<file path="src/design/gtw_params.svh">
`ifndef GTW_PARAMS_SVH
`define GTW_PARAMS_SVH

// Option register fields
`define GTW_OPT_SRC_LO      0
`define GTW_OPT_SRC_HI      1
`define GTW_OPT_DIS         2
`define GTW_OPT_PS_LO       3
`define GTW_OPT_PS_HI       5
`define GTW_OPT_TICK_IRQ_MASK        6
`define GTW_OPT_RESET       8'h44

// Port latches
`define GTW_DATA_RESET      8'hff
`define GTW_DIR_RESET       8'hff
`define GTW_SPI_PINS        3
`define GTW_EVT_PIN         4
`define GTW_PIN_IRQ_INPUT_PIN        7

// Synchroniser lanes beyond the eight port pins
`define GTW_SYNC_W          11
`define GTW_LANE_OSC        8
`define GTW_LANE_ICLK       9
`define GTW_LANE_EXTERNAL_MASTER_RESET       10

// Peripheral event latch
`define GTW_PA_STAT_ADDR    8'h0e
`define GTW_PA_EN_ADDR      8'h0f
`define GTW_STAT_RESET      8'h00
`define GTW_EN_RESET        8'h00

// Timers
`define GTW_EVT_FULL        16'hffff
`define GTW_TICK_FULL       15'h7fff
`define GTW_TICK_MAX_SHIFT  3'h6
`define GTW_ICLK_LAST       2'h3

// Interrupt vector
`define GTW_IRQ_VECTOR      16'h0200

`endif

</file>
<file path="src/design/gtw_pkg.sv">
package gtw_pkg;

    typedef enum logic [1:0] {
        SRC_PIN_RISE  = 2'b00,
        SRC_PIN_FALL  = 2'b01,
        SRC_SLOW_OSC  = 2'b10,
        SRC_ICLK_DIV4 = 2'b11
    } gtw_src_type;

    typedef enum logic {
        WD_IDLE  = 1'b0,
        WD_ARMED = 1'b1
    } gtw_wd_type;

endpackage

</file>
<file path="src/design/gtw_sync_if.sv">
`timescale 1ns/1ps

interface gtw_sync_if #(parameter int W = 8);
    logic [W-1:0] level;
    logic [W-1:0] rise;
    logic [W-1:0] fall;

    modport src (output level, output rise, output fall);
    modport dst (input level, input rise, input fall);
endinterface

</file>
<file path="src/design/gtw_core.sv">
// Operation
// - Port input not latched; sampled at read
// - Output latch holds until rewritten
// - Direction one tristates pin, zero drives
// - Direction write-only, loaded by op, resets ones
// - Port read returns pin levels
// - Bit ops read pins, rewrite whole latch
// - Event counter sixteen bits, source selectable
// - Sources: pin rise, fall, slow, iclk/4
// - Event counter independent of core sleep
// - Disable bit stops event counter
// - Overflow sets flag, interrupts, wakes core
// - Tick timer fifteen bits, prescale on load
// - Unmasked tick overflow sets flag, interrupts
// - Two unkicked tick overflows reset core
// - Kick op, firing, master or power reset clear watchdog state
// - All interrupts vector 0x0200, equal priority
// - Inputs: pin seven, SMBus, peripheral latch
// - Event latch sets regardless of enable
// - Status reads never alter flags
// - Writing one clears status bit
// - Pins 0-2 SPI, pin3 stays port I/O
// - Enables clear on master or power reset
`timescale 1ns/1ps
`include "gtw_params.svh"

module gtw_core (
    // Clock and reset
    input  wire logic        clock_i,
    input  wire logic        reset_i,
    // External pins
    input  wire logic [7:0]  gp_pin_in_i,
    output logic      [7:0]  gp_pin_out_o,
    output logic      [7:0]  gp_pin_oe_o,
    input  wire logic        external_master_reset_n_i,
    input  wire logic        osc32k_i,
    input  wire logic        instr_osc_i,
    // SPI engine sharing pins 0 to 2
    input  wire logic        spi_mode_i,
    input  wire logic [2:0]  spi_out_i,
    input  wire logic [2:0]  spi_oe_i,
    // Core port operations
    input  wire logic        port_rd_i,
    output logic      [7:0]  port_rd_data_o,
    input  wire logic        port_wr_i,
    input  wire logic [7:0]  port_wr_data_i,
    input  wire logic        bit_op_i,
    input  wire logic        bit_set_i,
    input  wire logic [2:0]  bit_idx_i,
    input  wire logic        direction_load_i,
    input  wire logic [7:0]  w_reg_i,
    // Core timer operations
    input  wire logic        option_load_i,
    input  wire logic [7:0]  option_data_i,
    input  wire logic        event_flag_clr_i,
    input  wire logic        tick_flag_clr_i,
    input  wire logic        tick_irq_clear_op_i,
    input  wire logic        hang_timer_kick_op_i,
    output logic             event_overflow_flag_o,
    output logic             tick_overflow_flag_o,
    output logic             timer_irq_o,
    output logic             hang_reset_o,
    // Peripheral access port
    input  wire logic [7:0]  periph_events_i,
    input  wire logic [7:0]  pa_addr_i,
    input  wire logic        pa_rd_i,
    input  wire logic        pa_wr_i,
    input  wire logic [7:0]  pa_wdata_i,
    output logic      [7:0]  pa_rdata_o,
    // Interrupts to the core
    input  wire logic        smbus_irq_i,
    output logic      [2:0]  irq_lines_o,
    output logic      [15:0] irq_vector_o,
    output logic             wake_o
);

    ////////////////////////////////////////////////////////////////////////////////
    // Functions

    function automatic logic [7:0] bit_mod(input logic [7:0] v, input logic [2:0] idx,
                                           input logic set);
        logic [7:0] r;
        r      = v;
        r[idx] = set;
        return r;
    endfunction

    function automatic logic pa_hit(input logic [7:0] a, input logic [7:0] reg_addr);
        return a == reg_addr;
    endfunction

    function automatic logic [14:0] tick_limit(input logic [2:0] ps);
        logic [2:0] sh;
        sh = (ps > `GTW_TICK_MAX_SHIFT) ? `GTW_TICK_MAX_SHIFT : ps;
        return `GTW_TICK_FULL >> sh;
    endfunction

    ////////////////////////////////////////////////////////////////////////////////
    // Input synchronisers

    gtw_sync_if #(.W(`GTW_SYNC_W)) sync ();

    gtw_pin_sync #(.W(`GTW_SYNC_W)) u_sync (
        .clock_i (clock_i),
        .reset_i (reset_i),
        .raw_i   ({~external_master_reset_n_i, instr_osc_i, osc32k_i, gp_pin_in_i}),
        .sync    (sync)
    );

    logic [7:0] pin_lvl;
    logic       por_rst;
    logic       core_rst;
    logic       wd_fire_q;

    assign pin_lvl  = sync.level[7:0];
    assign por_rst  = reset_i | sync.level[`GTW_LANE_EXTERNAL_MASTER_RESET];
    assign core_rst = por_rst | wd_fire_q;

    ////////////////////////////////////////////////////////////////////////////////
    // General-purpose port

    logic [7:0] data_q;
    logic [7:0] data_d;
    logic [7:0] dir_q;
    logic [7:0] dir_d;
    logic [7:0] rd_q;
    logic [7:0] rd_d;

    always_comb
    begin
        data_d = data_q;
        dir_d  = dir_q;
        rd_d   = rd_q;
        if (port_rd_i)
            rd_d = pin_lvl;
        if (port_wr_i)
            data_d = port_wr_data_i;
        if (bit_op_i)
            data_d = bit_mod(pin_lvl, bit_idx_i, bit_set_i);
        if (direction_load_i)
            dir_d = w_reg_i;
        if (core_rst)
        begin
            data_d = `GTW_DATA_RESET;
            dir_d  = `GTW_DIR_RESET;
        end
    end

    always_ff @(posedge clock_i)
    begin
        data_q <= data_d;
        dir_q  <= dir_d;
        rd_q   <= rd_d;
        if (reset_i)
            rd_q <= '0;
    end

    // Pins 0 to 2 belong to the SPI engine while it is active
    always_comb
    begin
        gp_pin_out_o = data_q;
        gp_pin_oe_o  = ~dir_q;
        if (spi_mode_i)
        begin
            gp_pin_out_o[`GTW_SPI_PINS-1:0] = spi_out_i;
            gp_pin_oe_o[`GTW_SPI_PINS-1:0]  = spi_oe_i;
        end
    end

    assign port_rd_data_o = rd_q;

    ////////////////////////////////////////////////////////////////////////////////
    // Option register, event counter and tick timer

    logic [7:0]  opt_q;
    logic [7:0]  opt_d;
    logic [15:0] ecnt_q;
    logic [15:0] ecnt_d;
    logic [1:0]  div_q;
    logic [1:0]  div_d;
    logic [14:0] tcnt_q;
    logic [14:0] tcnt_d;
    logic        evt_tick;
    logic        evt_ovf;
    logic        tick_wrap;
    logic        tick_full;
    logic        osc_rise;
    gtw_pkg::gtw_src_type src;

    assign src      = gtw_pkg::gtw_src_type'(opt_q[`GTW_OPT_SRC_HI:`GTW_OPT_SRC_LO]);
    assign osc_rise = sync.rise[`GTW_LANE_OSC];

    always_comb
    begin
        opt_d  = option_load_i ? option_data_i : opt_q;
        div_d  = div_q;
        if (sync.rise[`GTW_LANE_ICLK])
            div_d = div_q + 2'h1;
        unique case (src)
            gtw_pkg::SRC_PIN_RISE:  evt_tick = sync.rise[`GTW_EVT_PIN];
            gtw_pkg::SRC_PIN_FALL:  evt_tick = sync.fall[`GTW_EVT_PIN];
            gtw_pkg::SRC_SLOW_OSC:  evt_tick = osc_rise;
            gtw_pkg::SRC_ICLK_DIV4: evt_tick = sync.rise[`GTW_LANE_ICLK]
                                               && (div_q == `GTW_ICLK_LAST);
        endcase
        // Counting does not depend on any core sleep state
        evt_tick = evt_tick && !opt_q[`GTW_OPT_DIS];
        ecnt_d   = evt_tick ? ecnt_q + 16'h0001 : ecnt_q;
        evt_ovf  = evt_tick && (ecnt_q == `GTW_EVT_FULL);
        tcnt_d   = osc_rise ? tcnt_q + 15'h0001 : tcnt_q;
        tick_wrap = osc_rise
                    && ((tcnt_q & tick_limit(opt_q[`GTW_OPT_PS_HI:`GTW_OPT_PS_LO]))
                        == tick_limit(opt_q[`GTW_OPT_PS_HI:`GTW_OPT_PS_LO]));
        tick_full = osc_rise && (tcnt_q == `GTW_TICK_FULL);
    end

    always_ff @(posedge clock_i)
    begin
        if (por_rst)
        begin
            opt_q  <= `GTW_OPT_RESET;
            ecnt_q <= '0;
            div_q  <= '0;
            tcnt_q <= '0;
        end
        else
        begin
            opt_q  <= opt_d;
            ecnt_q <= ecnt_d;
            div_q  <= div_d;
            tcnt_q <= tcnt_d;
        end
    end

    ////////////////////////////////////////////////////////////////////////////////
    // Timer flags and watchdog

    logic evt_flag_q;
    logic evt_flag_d;
    logic tick_flag_q;
    logic tick_flag_d;
    logic tick_irq_q;
    logic tick_irq_d;
    logic tick_set;
    logic wd_fire_d;
    gtw_pkg::gtw_wd_type wd_state_q;
    gtw_pkg::gtw_wd_type wd_state_d;

    always_comb
    begin
        tick_set    = tick_wrap && !opt_q[`GTW_OPT_TICK_IRQ_MASK];
        evt_flag_d  = (evt_flag_q && !event_flag_clr_i) || evt_ovf;
        tick_flag_d = (tick_flag_q && !tick_flag_clr_i) || tick_set;
        tick_irq_d  = (tick_irq_q && !tick_irq_clear_op_i) || tick_set;
        wd_state_d  = wd_state_q;
        wd_fire_d   = 1'b0;
        unique case (wd_state_q)
            gtw_pkg::WD_IDLE:
                if (tick_full)
                    wd_state_d = gtw_pkg::WD_ARMED;
            gtw_pkg::WD_ARMED:
                if (tick_full)
                begin
                    wd_fire_d  = 1'b1;
                    wd_state_d = gtw_pkg::WD_IDLE;
                end
                else if (hang_timer_kick_op_i)
                    wd_state_d = gtw_pkg::WD_IDLE;
        endcase
    end

    always_ff @(posedge clock_i)
    begin
        if (core_rst)
        begin
            evt_flag_q  <= 1'b0;
            tick_flag_q <= 1'b0;
            tick_irq_q  <= 1'b0;
        end
        else
        begin
            evt_flag_q  <= evt_flag_d;
            tick_flag_q <= tick_flag_d;
            tick_irq_q  <= tick_irq_d;
        end
        if (por_rst)
        begin
            wd_state_q <= gtw_pkg::WD_IDLE;
            wd_fire_q  <= 1'b0;
        end
        else
        begin
            wd_state_q <= wd_state_d;
            wd_fire_q  <= wd_fire_d;
        end
    end

    assign event_overflow_flag_o = evt_flag_q;
    assign tick_overflow_flag_o  = tick_flag_q;
    assign timer_irq_o           = evt_flag_q | tick_irq_q;
    assign hang_reset_o          = wd_fire_q;

    ////////////////////////////////////////////////////////////////////////////////
    // Peripheral event latch and interrupt routing

    logic [7:0] st_q;
    logic [7:0] st_d;
    logic [7:0] en_q;
    logic [7:0] en_d;
    logic [7:0] pard_q;
    logic [7:0] pard_d;
    logic       wr_st;

    always_comb
    begin
        wr_st  = pa_wr_i && pa_hit(pa_addr_i, `GTW_PA_STAT_ADDR);
        // A new event wins over a clear in the same cycle
        st_d   = (st_q & ~(wr_st ? pa_wdata_i : 8'h00))
                 | periph_events_i;
        en_d   = (pa_wr_i && pa_hit(pa_addr_i, `GTW_PA_EN_ADDR)) ? pa_wdata_i : en_q;
        pard_d = pard_q;
        if (pa_rd_i)
        begin
            if (pa_hit(pa_addr_i, `GTW_PA_STAT_ADDR))
                pard_d = st_q;
            else if (pa_hit(pa_addr_i, `GTW_PA_EN_ADDR))
                pard_d = en_q;
            else
                pard_d = 8'h00;
        end
    end

    always_ff @(posedge clock_i)
    begin
        if (por_rst)
        begin
            st_q   <= `GTW_STAT_RESET;
            en_q   <= `GTW_EN_RESET;
            pard_q <= '0;
        end
        else
        begin
            st_q   <= st_d;
            en_q   <= en_d;
            pard_q <= pard_d;
        end
    end

    assign pa_rdata_o      = pard_q;
    assign irq_lines_o     = {|(st_q & en_q), smbus_irq_i,
                              pin_lvl[`GTW_PIN_IRQ_INPUT_PIN]};
    assign irq_vector_o    = `GTW_IRQ_VECTOR;
    assign wake_o          = timer_irq_o | (|irq_lines_o);
endmodule

</file>
<file path="src/design/gtw_pin_sync.sv">
`timescale 1ns/1ps

module gtw_pin_sync #(
    parameter int W = 8
) (
    // Clock and reset
    input  wire logic         clock_i,
    input  wire logic         reset_i,
    // Raw asynchronous inputs
    input  wire logic [W-1:0] raw_i,
    // Filtered levels and edges
    gtw_sync_if.src           sync
);

    logic [W-1:0] s1_q;
    logic [W-1:0] s2_q;
    logic [W-1:0] s3_q;
    logic [W-1:0] level_q;
    logic [W-1:0] level_d;
    logic [W-1:0] rise_q;
    logic [W-1:0] rise_d;
    logic [W-1:0] fall_q;
    logic [W-1:0] fall_d;

    // A change is accepted only when the second and third stages agree
    always_comb
    begin
        level_d = ((s2_q ^ s3_q) & level_q) | (~(s2_q ^ s3_q) & s3_q);
        rise_d  = level_d & ~level_q;
        fall_d  = ~level_d & level_q;
    end

    always_ff @(posedge clock_i)
    begin
        if (reset_i)
        begin
            s1_q    <= '0;
            s2_q    <= '0;
            s3_q    <= '0;
            level_q <= '0;
            rise_q  <= '0;
            fall_q  <= '0;
        end
        else
        begin
            s1_q    <= raw_i;
            s2_q    <= s1_q;
            s3_q    <= s2_q;
            level_q <= level_d;
            rise_q  <= rise_d;
            fall_q  <= fall_d;
        end
    end

    assign sync.level = level_q;
    assign sync.rise  = rise_q;
    assign sync.fall  = fall_q;

endmodule

</file>
<file path="config.mk">
export PLATFORM = sky130hd
export DESIGN_NAME = gtw_core
export DESIGN_NICKNAME = d
export VERILOG_FILES = /design/src/design/gtw_pkg.sv /design/src/design/gtw_sync_if.sv /design/src/design/gtw_core.sv /design/src/design/gtw_pin_sync.sv
export VERILOG_INCLUDE_DIRS = /design/src /design/src/design
export SDC_FILE = /design/constraint.sdc
export NUM_CORES = 1
export LEC_CHECK = 0
export ABC_CLOCK_PERIOD_IN_PS = 2280
export BUFFER_PORTS_ARGS = -buffer_cell sky130_fd_sc_hd__buf_2
export CAP_MARGIN = 20
export CORE_MARGIN = 1
export CORE_UTILIZATION = 40
export DETAILED_ROUTE_END_ITERATION = 12
export GPL_ROUTABILITY_DRIVEN = 0
export PLACE_DENSITY = 0.58
export SKIP_CTS_REPAIR_TIMING = 1
export SLEW_MARGIN = 0
export SYNTH_ARGS = -nofsm -noshare
export SYNTH_HDL_FRONTEND = slang
export SYNTH_SLANG_ARGS = --single-unit
</file>
<file path="constraint.sdc">
create_clock -name clock_i -period 2.28 [get_ports clock_i]
set_input_delay 0.114 -clock clock_i [delete_from_list [all_inputs] [get_ports clock_i]]
set_output_delay 0.114 -clock clock_i [all_outputs]
set_load 0.02 [all_outputs]
</file>
# Word-level counts from Yosys, hierarchy flattened
# Index checks and enable logic that the tools add are counted.
[classes]
add_sub_neg = 3
magnitude_cmp = 3
eq_ne = 9
n_shift = 1
mux = 16
bitwise_logic = 21
n_reduce_logical = 25
[ops]
columns = ["operator", "count"]
rows = [
  ["$mux W8", 5],
  ["$and A11 B11 Y11", 2],
  ["$add A16 B1 Y16 const B", 1],
  ["$and A8 B8 Y8", 2],
  ["$eq A16 B16 Y1 const B", 1],
  ["$eq A8 B4 Y1 const B", 2],
  ["$not A8 Y8", 2],
  ["$add A15 B1 Y15 const B", 1],
  ["$and A15 B15 Y15", 1],
  ["$eq A15 B15 Y1", 1],
  ["$eq A15 B15 Y1 const B", 1],
  ["$shr A15 B3 Y15 const A", 1],
  ["$logic_and A1 B1 Y1", 12],
  ["$not A11 Y11", 1],
  ["$or A11 B11 Y11", 1],
  ["$xor A11 B11 Y11", 1],
  ["$and A10 B10 Y10", 1],
  ["$not A10 Y10", 1],
  ["$reduce_or A10 Y1", 1],
  ["$mux W3", 3],
  ["$bwmux W8", 1],
  ["$or A8 B8 Y8", 1],
  ["$reduce_or A8 Y1", 1],
  ["$eq A2 B2 Y1 const B", 3],
  ["18 further kinds", 31],
]
[word_totals]
register_bits = 152
in_bits = 84
output_inout_bits = 56
word_cells = 99

# Longest topological paths before layout
# Gate-level depths: netlist of the first run.
[logic_depth]
ltp_word = 8
mapped_depth = 7
depth_no_buf = 5

# Hierarchy
# A second synthesis of the first run with hierarchy kept.
[hier_totals]
cells_unflattened = 679
area_unflattened_um2 = 6608.8
[modules_own_cells]
columns = ["mod", "instances", "cells_per_inst", "area_per_inst_um2", "seq_area_each_um2"]
rows = [
  ["gtw_core", 1, 519, 4499.3, 1861.8],
  ["gtw_pin_sync", 1, 160, 2109.5, 1321.3],
]

# Worst setup path after synthesis of the first run
# OpenSTA, ideal clock, no wires.
[synth_timing]
path_type = "register to register"
startpoint = "reg div_q[0]"
endpoint = "reg ecnt_q[3]"
setup_ns = 0.125
arrival_time_ns = 1.450
required_ns = 2.155
slack_ns = 0.705
path_stages_with_launch = 6
n_path_buf = 0
synth_period_minus_slack_ns = 1.575
cell_sequence = "dfxtp_1 -> ha_1 -> and3_1 -> nor3_1 -> or4_1 -> a21oi_1"
[synth_between]
elab_chain_len = 4
[synth_lines]
columns = ["element", "line_no", "rtl"]
rows = [
  ["start, declared", "gtw_core.sv:179", "logic [1:0] div_q;"],
  ["start signal, assigned", "gtw_core.sv:230", "div_q <= div_d;"],
  ["$eq A2 B2 Y1 (no source line)", "-", ""],
  ["$logic_and A1 B1 Y1", "gtw_core.sv:203", "gtw_pkg::SRC_ICLK_DIV4: evt_tick = sync.rise[`GTW_LANE_ICLK]"],
  ["$pmux W1 S4", "gtw_core.sv:199", "unique case (src)"],
  ["$logic_and A1 B1 Y1", "gtw_core.sv:207", "evt_tick = evt_tick && !opt_q[`GTW_OPT_DIS];"],
  ["end signal, assigned", "gtw_core.sv:229", "ecnt_q <= ecnt_d;"],
  ["end, declared", "gtw_core.sv:177", "logic [15:0] ecnt_q;"],
]
# No other way between the ends.
# A chain may end at the register's enable or synchronous reset.

# Final worst setup path of the first run
[layout_timing]
startpoint = "reg en_q[1]"
endpoint = "out wake_o"
[layout_between]
elab_chain_len = 3
[layout_lines]
columns = ["element", "line_no", "rtl"]
rows = [
  ["start, declared", "gtw_core.sv:308", "logic [7:0] en_q;"],
  ["start signal, assigned", "gtw_core.sv:338", "en_q <= `GTW_EN_RESET;"],
  ["start signal, assigned", "gtw_core.sv:344", "en_q <= en_d;"],
  ["$and A8 B8 Y8", "gtw_core.sv:350", "assign irq_lines_o = {|(st_q & en_q), smbus_irq_i,"],
  ["$reduce_or A10 Y1", "gtw_core.sv:353", "assign wake_o = timer_irq_o | (|irq_lines_o);"],
  ["$or A1 B1 Y1", "gtw_core.sv:353", ""],
  ["end, declared", "gtw_core.sv:74", "output logic wake_o"],
]
# No other way between the ends.

==> results of run 1 <==
-- final cells by class --
| type | instances | area (sq um) | share of cell area |
|---|---|---|---|
| Clock inverter | 13 | 163 | 0.0218 |
| Clock buffer | 19 | 453 | 0.0606 |
| Tap cell | 180 | 225 | 0.0301 |
| Timing Repair Buffer | 164 | 1010 | 0.135 |
| Inverter | 11 | 41.3 | 0.00552 |
| Multi-Input combinational cell | 439 | 2760 | 0.370 |
| Sequential cell | 141 | 2820 | 0.378 |
-- cell families (layout without fill, tap and decap cells) --
family,count (synthesis),in the layout
multiplexers,51,51
adder cells (fa/ha/maj),3,3
buffers and inverters,62,207
flip-flops,141,141
AO/OA/AOI/OAI,122,122
AND/OR/NAND/NOR,236,236
XOR/XNOR,11,11
other,2,16
-- tightest hold or removal path: cells and delay by family --
family        cells  cell delay [ns]
buf+inv           1             0.08
mux               1             0.06
simple gates      1             0.07
-- metrics by stage --
stage                util  hold slack, ns  instance area (sq um)
detailed placement  0.463           0.305                   6530
global placement    0.463           0.297                   6530
CTS                 0.507          -0.131                   7150
floorplan               -           0.181                   5920
finish              0.530         -0.0498                   7480
global route        0.530         0.00335                   7480
-- placed cells by master, fill, tap and decap left out, types with 9 or more instances in the layout --
| master | Yosys | routed |
|---|---|---|
| mux2_1 | 12 | 12 |
| nand3_1 | 12 | 12 |
| a211oi_1 | 9 | 9 |
| nor2b_1 | 49 | 49 |
| a21oi_1 | 53 | 53 |
| or4_1 | 11 | 11 |
| mux2i_1 | 38 | 38 |
| nor3b_1 | 13 | 13 |
| buf_2 | 3 | 122 |
| dfxtp_1 | 141 | 141 |
| buf_4 | 25 | 9 |
| nor3_1 | 10 | 10 |
| dlygate4sd3_1 | 0 | 33 |
| nor2_1 | 52 | 52 |
| conb_1 | 2 | 16 |
| clkbuf_16 | 0 | 17 |
| o21ai_0 | 25 | 25 |
| o31ai_1 | 9 | 9 |
| inv_1 | 9 | 9 |
| nand2b_1 | 11 | 11 |
| nand2_1 | 38 | 38 |
-- metal layers --
metal / up-vias / share of wire
met5: - / 0
met4: 0 / 0.013
met3: 12 / 0.043
met2: 128 / 0.47
met1: 2212 / 0.47
li1: 2457 / -
-- final timing paths --
path                   startpoint  depth (start not counted)             endpoint
max                       en_q[1]                          4               wake_o
min                 pa_wdata_i[4]                          3              en_q[4]
max reg2reg              opt_q[1]                          5           ecnt_q[14]
min reg2reg  u_sync.sync.level[8]                          1  u_sync.sync.rise[8]
-- Yosys cell counts (4+ instances only) --
cell type / number / area share
o211ai_1: 6 / 0.0077
nand4_1: 8 / 0.0085
nand2b_1: 11 / 0.012
dfxtp_1: 141 / 0.48
and4_1: 4 / 0.0060
a211oi_1: 9 / 0.012
nor3b_1: 13 / 0.017
a22oi_1: 4 / 0.0051
clkbuf_1: 20 / 0.013
mux2_1: 12 / 0.023
o21ai_1: 4 / 0.0034
nor2_1: 52 / 0.033
nor2b_1: 49 / 0.052
xor2_1: 5 / 0.0075
or4_1: 11 / 0.014
nand3_1: 12 / 0.010
o31ai_1: 9 / 0.012
a21oi_1: 53 / 0.045
or3_1: 8 / 0.0085
inv_1: 9 / 0.0058
mux2i_1: 38 / 0.065
nand2_1: 38 / 0.024
xnor2_1: 6 / 0.0090
buf_4: 25 / 0.032
nor3_1: 10 / 0.0085
o21ai_0: 25 / 0.021
-- sequential cells by signal, summed over array words and instances (netlist names), 11 cells and up, named ones only --
| name | flops |
|---|---|
| ecnt_q | 16 |
| tcnt_q | 15 |
| u_sync.s1_q | 11 |
| u_sync.s2_q | 11 |
| u_sync.s3_q | 11 |
-- power groups by stage --
stage	Combinational (uW)	Clock [uW]	Sequential (uW)
floorplan	265	0	2600
global placement	370	0	2610
global route	465	3000	2570
CTS	379	2890	2560
finish	420	2830	2560
detailed placement	378	0	2610
==> flow_summary.yaml, run 1 <==
status:
  status: "finished, violations left"
  violations: "negative hold slack"
power_and_ir_drop:
  total_power_uw: 5810
  switching_share: 0.225
  power_frac_seq: 0.440
  leakage_uw: 0.00306
  ir_drop_mv: 0.510
  power.density_nw_per_um2: 777
  clkPwrFrac: 0.487
  combinationalPowerShare: 0.072
  p_int_uw: 4500
  power_switching_uw: 1310
sta:
  tightest_slew_ns: 0.846
  fin_skew_ns: 0.0109
  drv_slew: 0
  min_period_over_period: 0.890
  rsz0062_at_grt: "false"
  fin_setup_tns_ns: 0
  finalSetupViolations: 0
  whs_ns: -0.0498
  fin_crit_ns: 2.03
  fin_ws_ns: 0.250
  clock.fmax_mhz: 493
  relSlewSlack: 0.436
  hold_viol: 10
layout:
  antennaDiodeCount: 0
  fill_cells: 1300
  final_cells: 967
  area.growth.synth_to_final_pct: 27.5
  fin_nets: 861
  drive_gt1_frac: 0.220
route:
  wirelength_microns: 12500
  vias_per_cell: 4.97
  post_drt_wl_per_cell_microns: 13.0
  ant_nets: 0
  vias: 4809
  dr.pass1.iters: 4
  drcViolationCount: 0
  drtIter0Drc: 169
global_routing:
  grt_pass1_vias: 4248
  gr-total-overflow: 0
  gr-usage-all-layers: 0.168
  grt_use_met2: 0.274
  grt_use_met3: 0.0470
  top_usage_layer: "met2"
  grt_use_met1: 0.207
  antenna_found_initial: 0
  grt_max_degree: 58
  grt_pass1_wl_microns: 19700
synth:
  synth_top_family_by_area: "simple AND/OR/NAND/NOR gates"
  syn_area_sq_um: 5860
  synthDistinctLibCells: 54
  synth_mux_area_frac: 0.0898
  syn_avg_cell_area_sq_um: 9.34
  synth-simple-area-share: 0.222
  synth_compound_area_frac: 0.127
  synthArstFlopShare: 0
  yosys_warnings: 0
  synth_fa_ha_area_frac: 0.00640
  synth_flop_cell: "dfxtp_1"
  ys_seq_area_frac: 0.481
  synth_cells: 628
  ys_ff_latch: 141
  synth-xor-area-share: 0.0164
  synth_enable_flop_cells: 0
setup_path:
  crit_family: "simple AND/OR/NAND/NOR gates"
  crit_type: "flop to primary output"
  critPathMaxFanout: 3
  path_buf_inv: 1
  cp.arrival_ns: 1.92
  rrSetupSlack_ns: 0.29
  path_cells: "a22oi_1 -> nand4_1 -> or4_1 -> buf_2"
  cpPeakStageDelay_ns: 0.52
  worstSetupStartpointType: "flop"
  slowest_stage: "or4_1"
  crit_required_ns: 2.17
  endpoint_kind: "primary output"
floorplanning:
  coreArea_sq_um: 14100
  die_h_microns: 123
  die_w_microns: 123
  num_io_pins: 140
  start_util: 0.416
  row_count: 43
  die_area_sq_um: 15100
cts:
  clockBufferDepth: 2
  tritoncts: "yes"
  clock_sinks: 141
  cts_root_buf: "clkbuf_16"
  clk_pin_slew_ns: 0.06
  cts_htree_levels: 4
  cts-buffers-inserted: 17
  clock_latency_ns: 0.42
placement:
  post-place-ws_ns: 0.330
  hpwl_microns: 8860
  portBuffers: 122
  place_inst: 902
job:
  maxCapViolCount: 0
worst_hold_path:
  hold_path_class: "primary input to flop"
Power figures use the tool's default switching activity.
==> inputs of run 2 (changes only) <==
Settings changed: ABC_AREA set to 1.
==> run 2 against run 1 <==
  * The flow still finishes with violations (negative hold slack)
  * Worst setup slack improved by 0.37 ns
  * Global-route usage increased by 0.47 points
  * Largest cell class unchanged
  * Critical endpoint is now opt_q[2]
  * Final cell count increased by 21%
  * Design area increased by 4.1%
  * Total power increased by 2.5%
  * First-iteration DRC count increased by 85%
==> flow_summary.yaml, run 2 <==
status:
  status: "finished, violations left"
  violations: "negative hold slack"
synth:
  synth-simple-area-share: 0.270
  synth_enable_flop_cells: 0
  synth_fa_ha_area_frac: 0.00610
  synth.most_common_cell: "dfxtp_1"
  synthDistinctLibCells: 41
  ys_seq_area_frac: 0.458
  synth_flop_cell: "dfxtp_1"
  ys_ff_latch: 141
  synth_area_leaders: "dfxtp_1 (46%), nand2_1 (8.4%), nor2_1 (6.9%), inv_1 (6.4%), a21oi_1 (6.1%)"
  yosysTopAreaCell: "dfxtp_1"
  synth_mux_area_frac: 0.00549
  syn_area_sq_um: 6160
  synthTopCellsByCount: "dfxtp_1 (141), nand2_1 (137), nor2_1 (114)"
  synth_cells: 824
  synth_top_area_frac: 0.458
  synthArstFlopShare: 0
  yosys_warnings: 0
  synth_compound_area_frac: 0.131
  synth-xor-area-share: 0.00284
  synth_top_family_by_area: "simple AND/OR/NAND/NOR gates"
  syn_avg_cell_area_sq_um: 7.47
setup_path:
  endpoint_kind: "flop"
  path_cells: "dlygate4sd3_1 -> buf_2 -> nand2_1 -> dlygate4sd3_1 -> o211ai_1 -> dlygate4sd3_1"
  rrSetupSlack_ns: 0.63
  critPathMaxFanout: 1
  crit_type: "primary input to flop"
  path_common_cell: "dlygate4sd3_1"
  cp.arrival_ns: 1.97
  endpoint: "opt_q[2]"
  worstSetupStartpointType: "primary input"
  slowest_stage: "dlygate4sd3_1"
  startpoint: "option_data_i[2]"
  crit_required_ns: 2.59
  rr_endpoint: "opt_q[2]"
  cpPeakStageDelay_ns: 0.56
  r2r_cells: 4
sta:
  fin_crit_ns: 1.66
  relSlewSlack: 0.599
  fin_setup_tns_ns: 0
  fin_ws_ns: 0.624
  fin_skew_ns: 0.00707
  tightest_slew_ns: 0.601
  clock.fmax_mhz: 604
  whs_ns: -0.0303
  drv_slew: 0
  hold_viol: 3
  rsz0062_at_grt: "false"
  min_period_over_period: 0.727
  finalSetupViolations: 0
layout:
  area.growth.synth_to_final_pct: 26.4
  layout_common_cells: "dfxtp_1 (141), nand2_1 (137), buf_2 (122), nor2_1 (114), inv_1 (105)"
  layout_commonest_cell: "dfxtp_1"
  seq_area_sq_um: 2820
  multiInputGateArea_sq_um: 2620
  reg.largest.list: "ecnt_q (16), tcnt_q (15)"
  top_register: "ecnt_q"
  fill_cells: 1475
  antennaDiodeCount: 0
  fin_nets: 1060
  largest_register_ffs: 16
  drive_gt1_frac: 0.207
  final_area_sq_um: 7780
floorplanning:
  die_area_sq_um: 15900
  num_io_pins: 140
  start_util: 0.417
  coreArea_sq_um: 14800
  row_count: 44
  die_w_microns: 126
  die_h_microns: 126
cts:
  cts_htree_levels: 4
  cts_root_buf: "clkbuf_16"
  clk_pin_slew_ns: 0.06
  clockBufferDepth: 2
  tritoncts: "yes"
  cts-buffers-inserted: 17
  clock_latency_ns: 0.43
  clock_sinks: 141
job:
  maxCapViolCount: 0
route:
  ant_nets: 0
  vias: 5373
  vias_per_cell: 4.59
  dr.pass1.iters: 4
  post_drt_wl_per_cell_microns: 11.5
  wirelength_microns: 13500
  drtIter0Drc: 312
  drcViolationCount: 0
global_routing:
  antenna_found_initial: 0
  grt_use_met3: 0.0455
  grt_use_met2: 0.288
  top_usage_layer: "met2"
  gr-total-overflow: 0
  grt_pass1_wl_microns: 21800
  gr-usage-all-layers: 0.172
  grt_pass1_vias: 4731
  grt_max_degree: 44
  grt_use_met1: 0.213
placement:
  detailed_place.area_sq_um: 6740
  post-place-ws_ns: 0.702
  portBuffers: 122
  hpwl_microns: 9300
worst_hold_path:
  hold_path_class: "primary input to flop"
  worstHoldPathCells: 3
power_and_ir_drop:
  leakage_uw: 0.00340
  power.density_nw_per_um2: 765
  ir_drop_mv: 0.654
[run 2: cell count changes after synthesis, sizes merged, moves of 38 or more]
cell   delta
inv     +102
mux2i    -38
nand2   +106
nand3    +49
nor2     +73
nor2b    -49
[run 2: where the power goes]
part	internal [uW]	switching (uW)	leakage, uW
combinational	201	285	0.00194
clock	1680	1210	0.000306
sequential	2540	39.4	0.00115
total	4420	1530	0.00340
[run 2: layer usage]
metal,up-vias,wire (microns)
li1,2891,-
met1,2366,6390
met2,104,6480
met3,12,508
met4,0,116
met5,-,0
[run 2: how the worst min path moves through the flow]
stage	startpoint	to	slack (ns)
floorplan	external_master_reset_n_i	u_sync.s1_q[10]	0.18
global placement	external_master_reset_n_i	u_sync.s1_q[10]	0.26
detailed placement	external_master_reset_n_i	u_sync.s1_q[10]	0.27
CTS	external_master_reset_n_i	u_sync.s1_q[10]	-0.19
global route	option_data_i[4]	opt_q[4]	0.005
finish	option_data_i[4]	opt_q[4]	-0.03
[run 2: kinds of logic after synthesis]
group                    Yosys count
buffers and inverters            165
adder cells (fa/ha/maj)            3
AND/OR/NAND/NOR                  360
flip-flops                       141
multiplexers                       3
XOR/XNOR                           2
AO/OA/AOI/OAI                    148
other                              2
[run 2: layout make-up]
class	count	share of cell area
flip-flops and latches	141	0.363
multi-input cells	532	0.336
repair buffers	169	0.138
clock buffers	17	0.0546
inverters	112	0.0543
well taps	184	0.0296
clock inverters	15	0.0249
[run 2: critical path: cells and delay by family]
| kind | cells | cell delay (ns) |
|---|---|---|
| AO/OA/AOI/OAI | 1 | 0.07 |
| AND/OR/NAND/NOR | 1 | 0.05 |
| buffers and inverters | 4 | 1.74 |
[run 2: metrics by stage]
step | hold slack (ns) | util | std cells | power, uW
final | -0.0303 | 0.528 | 1170 | 5950
after global routing | 0.00499 | 0.528 | 1170 | 6210
after CTS | -0.186 | 0.498 | 1127 | 5970
after detailed placement | 0.269 | 0.456 | 1095 | 3070
after global placement | 0.264 | 0.456 | 1095 | 3060
after floorplan | 0.181 | - | 838 | 2940
==> inputs of run 3 (changes only) <==
Settings changed: ABC_CLOCK_PERIOD_IN_PS 2280 to 1500, PLACE_DENSITY 0.58 to 0.6.
Clock period 2.28 ns to 1.5 ns, I/O delays scaled along.
==> run 3 against run 2 <==
  * The run still ends with negative hold slack left
  * First-iteration DRC count shrank 5.4%
  * Sequential power is 52% higher
  * Register-to-register slack worse by 0.51 ns
  * Non-clock buffer count increased by 19
  * Clock skew increased by 0.00086 ns
==> flow_summary.yaml, run 3 (same netlist as run 2, synthesis figures left out) <==
setup_path:
  worstSetupStartpointType: "flop"
  path_buf_inv: 1
  path_cells: "nand2_2 -> nand2_2 -> a221oi_4 -> nand3_2 -> buf_6"
  endpoint_kind: "primary output"
  crit_type: "flop to primary output"
  cp.arrival_ns: 1.36
  crit_required_ns: 1.42
  slowest_stage: "dfxtp_2"
  crit_family: "flip-flops"
  critPathMaxFanout: 3
  path_common_cell: "nand2_2"
  cpPeakStageDelay_ns: 0.33
cts:
  clockBufferDepth: 2
  clock_sinks: 141
  cts-buffers-inserted: 17
  cts_root_buf: "clkbuf_16"
  clk_pin_slew_ns: 0.06
  clock_latency_ns: 0.42
  cts_htree_levels: 4
  tritoncts: "yes"
sta:
  min_period_over_period: 0.959
  drv_slew: 0
  rsz0062_at_grt: "true"
  clock.fmax_mhz: 695
  hold_viol: 4
  whs_ns: -0.0213
  finalSetupViolations: 0
  fin_ws_ns: 0.0621
  fin_crit_ns: 1.44
  fin_setup_tns_ns: 0
  fin_skew_ns: 0.00794
placement:
  place_inst: 1106
  portBuffers: 122
  post-place-ws_ns: 0.0720
  hpwl_microns: 9510
floorplanning:
  row_count: 44
  die_area_sq_um: 15900
  start_util: 0.417
  die_h_microns: 126
  coreArea_sq_um: 14800
  die_w_microns: 126
  num_io_pins: 140
route:
  vias: 5476
  vias_per_cell: 4.61
  post_drt_wl_per_cell_microns: 11.5
  drtIter0Drc: 295
  ant_nets: 0
  wirelength_microns: 13600
  drcViolationCount: 0
  dr.pass1.iters: 5
layout:
  layout_common_cells: "nand2_1 (134), dfxtp_1 (134), buf_2 (120), nor2_1 (111), inv_1 (104)"
  top_register: "ecnt_q"
  largest_register_ffs: 16
  antennaDiodeCount: 0
  reg.largest.list: "ecnt_q (16), tcnt_q (15)"
  final_cells: 1189
  area.growth.synth_to_final_pct: 30.3
  drive_gt1_frac: 0.235
  fin_nets: 1079
global_routing:
  grt_use_met2: 0.266
  antenna_found_initial: 0
  grt_max_degree: 42
  grt_use_met3: 0.0421
  grt_pass1_vias: 4552
  grt_use_met1: 0.223
  top_usage_layer: "met2"
  grt_pass1_wl_microns: 21500
  gr-total-overflow: 0
  gr-usage-all-layers: 0.168
power_and_ir_drop:
  leakage_uw: 0.00350
  ir_drop_mv: 0.919
  power.density_nw_per_um2: 1130
status:
  status: "finished, violations left"
  violations: "negative hold slack"
job:
  maxCapViolCount: 0
worst_hold_path:
  hold_path_class: "primary input to flop"
-- run 3: changes by cell type in the layout (fill, tap and decap cells not counted), sizes merged --
cell / previous run / this run
clkbuf: 17 / 18
clkinvlp: 0 / 1
buf: 126 / 139
inv: 123 / 121
dlygate4sd3: 43 / 49
-- run 3: report_power, final --
group / total (uW) / switching (uW) / internal, uW
clock: 4330 / 1770 / 2560
combinational: 767 / 439 / 328
sequential: 3930 / 62.1 / 3870
total: 9030 / 2270 / 6760
-- run 3: through the flow --
step           cell area [sq um]   util  total power, uW
6_report                    8020  0.544             9030
5_1_grt                     8020  0.544             9400
4_1_cts                     7430  0.503             9040
3_5_place_dp                6820  0.462             4670
3_3_place_gp                6820  0.462             4670
2_1_floorplan               6210      -             4470
-- run 3: final timing paths --
kind                                       start              to  slack [ns]  cells after the start
worst max register to register         tcnt_q[1]      tcnt_q[14]        0.12                     10
worst min register to register    u_sync.s1_q[8]  u_sync.s2_q[8]        0.40                      2
worst min-delay path            option_data_i[1]        opt_q[1]       -0.02                      3
worst max-delay path                     st_q[4]          wake_o        0.06                      5
-- run 3: tightest hold or removal path, cell delays in order --
cell     delay, ns
buf_2         0.09
o21ai_0       0.09
a21oi_1       0.11
-- run 3: area by class of cell --
class                      count  area [sq um]
clock buffer                  18           439
clock inverter                14           171
fill                        1424          6730
inverter                     112           425
multi-input combinational    532          2680
sequential                   141          2830
tap                          184           230
timing repair buffer         188          1240
-- run 3: layer usage --
| layer | part of all wire | wire length [microns] |
|---|---|---|
| met1 | 0.49 | 6690 |
| met2 | 0.47 | 6350 |
| met3 | 0.040 | 548 |
| met4 | 0.0040 | 55 |
| met5 | 0 | 0 |
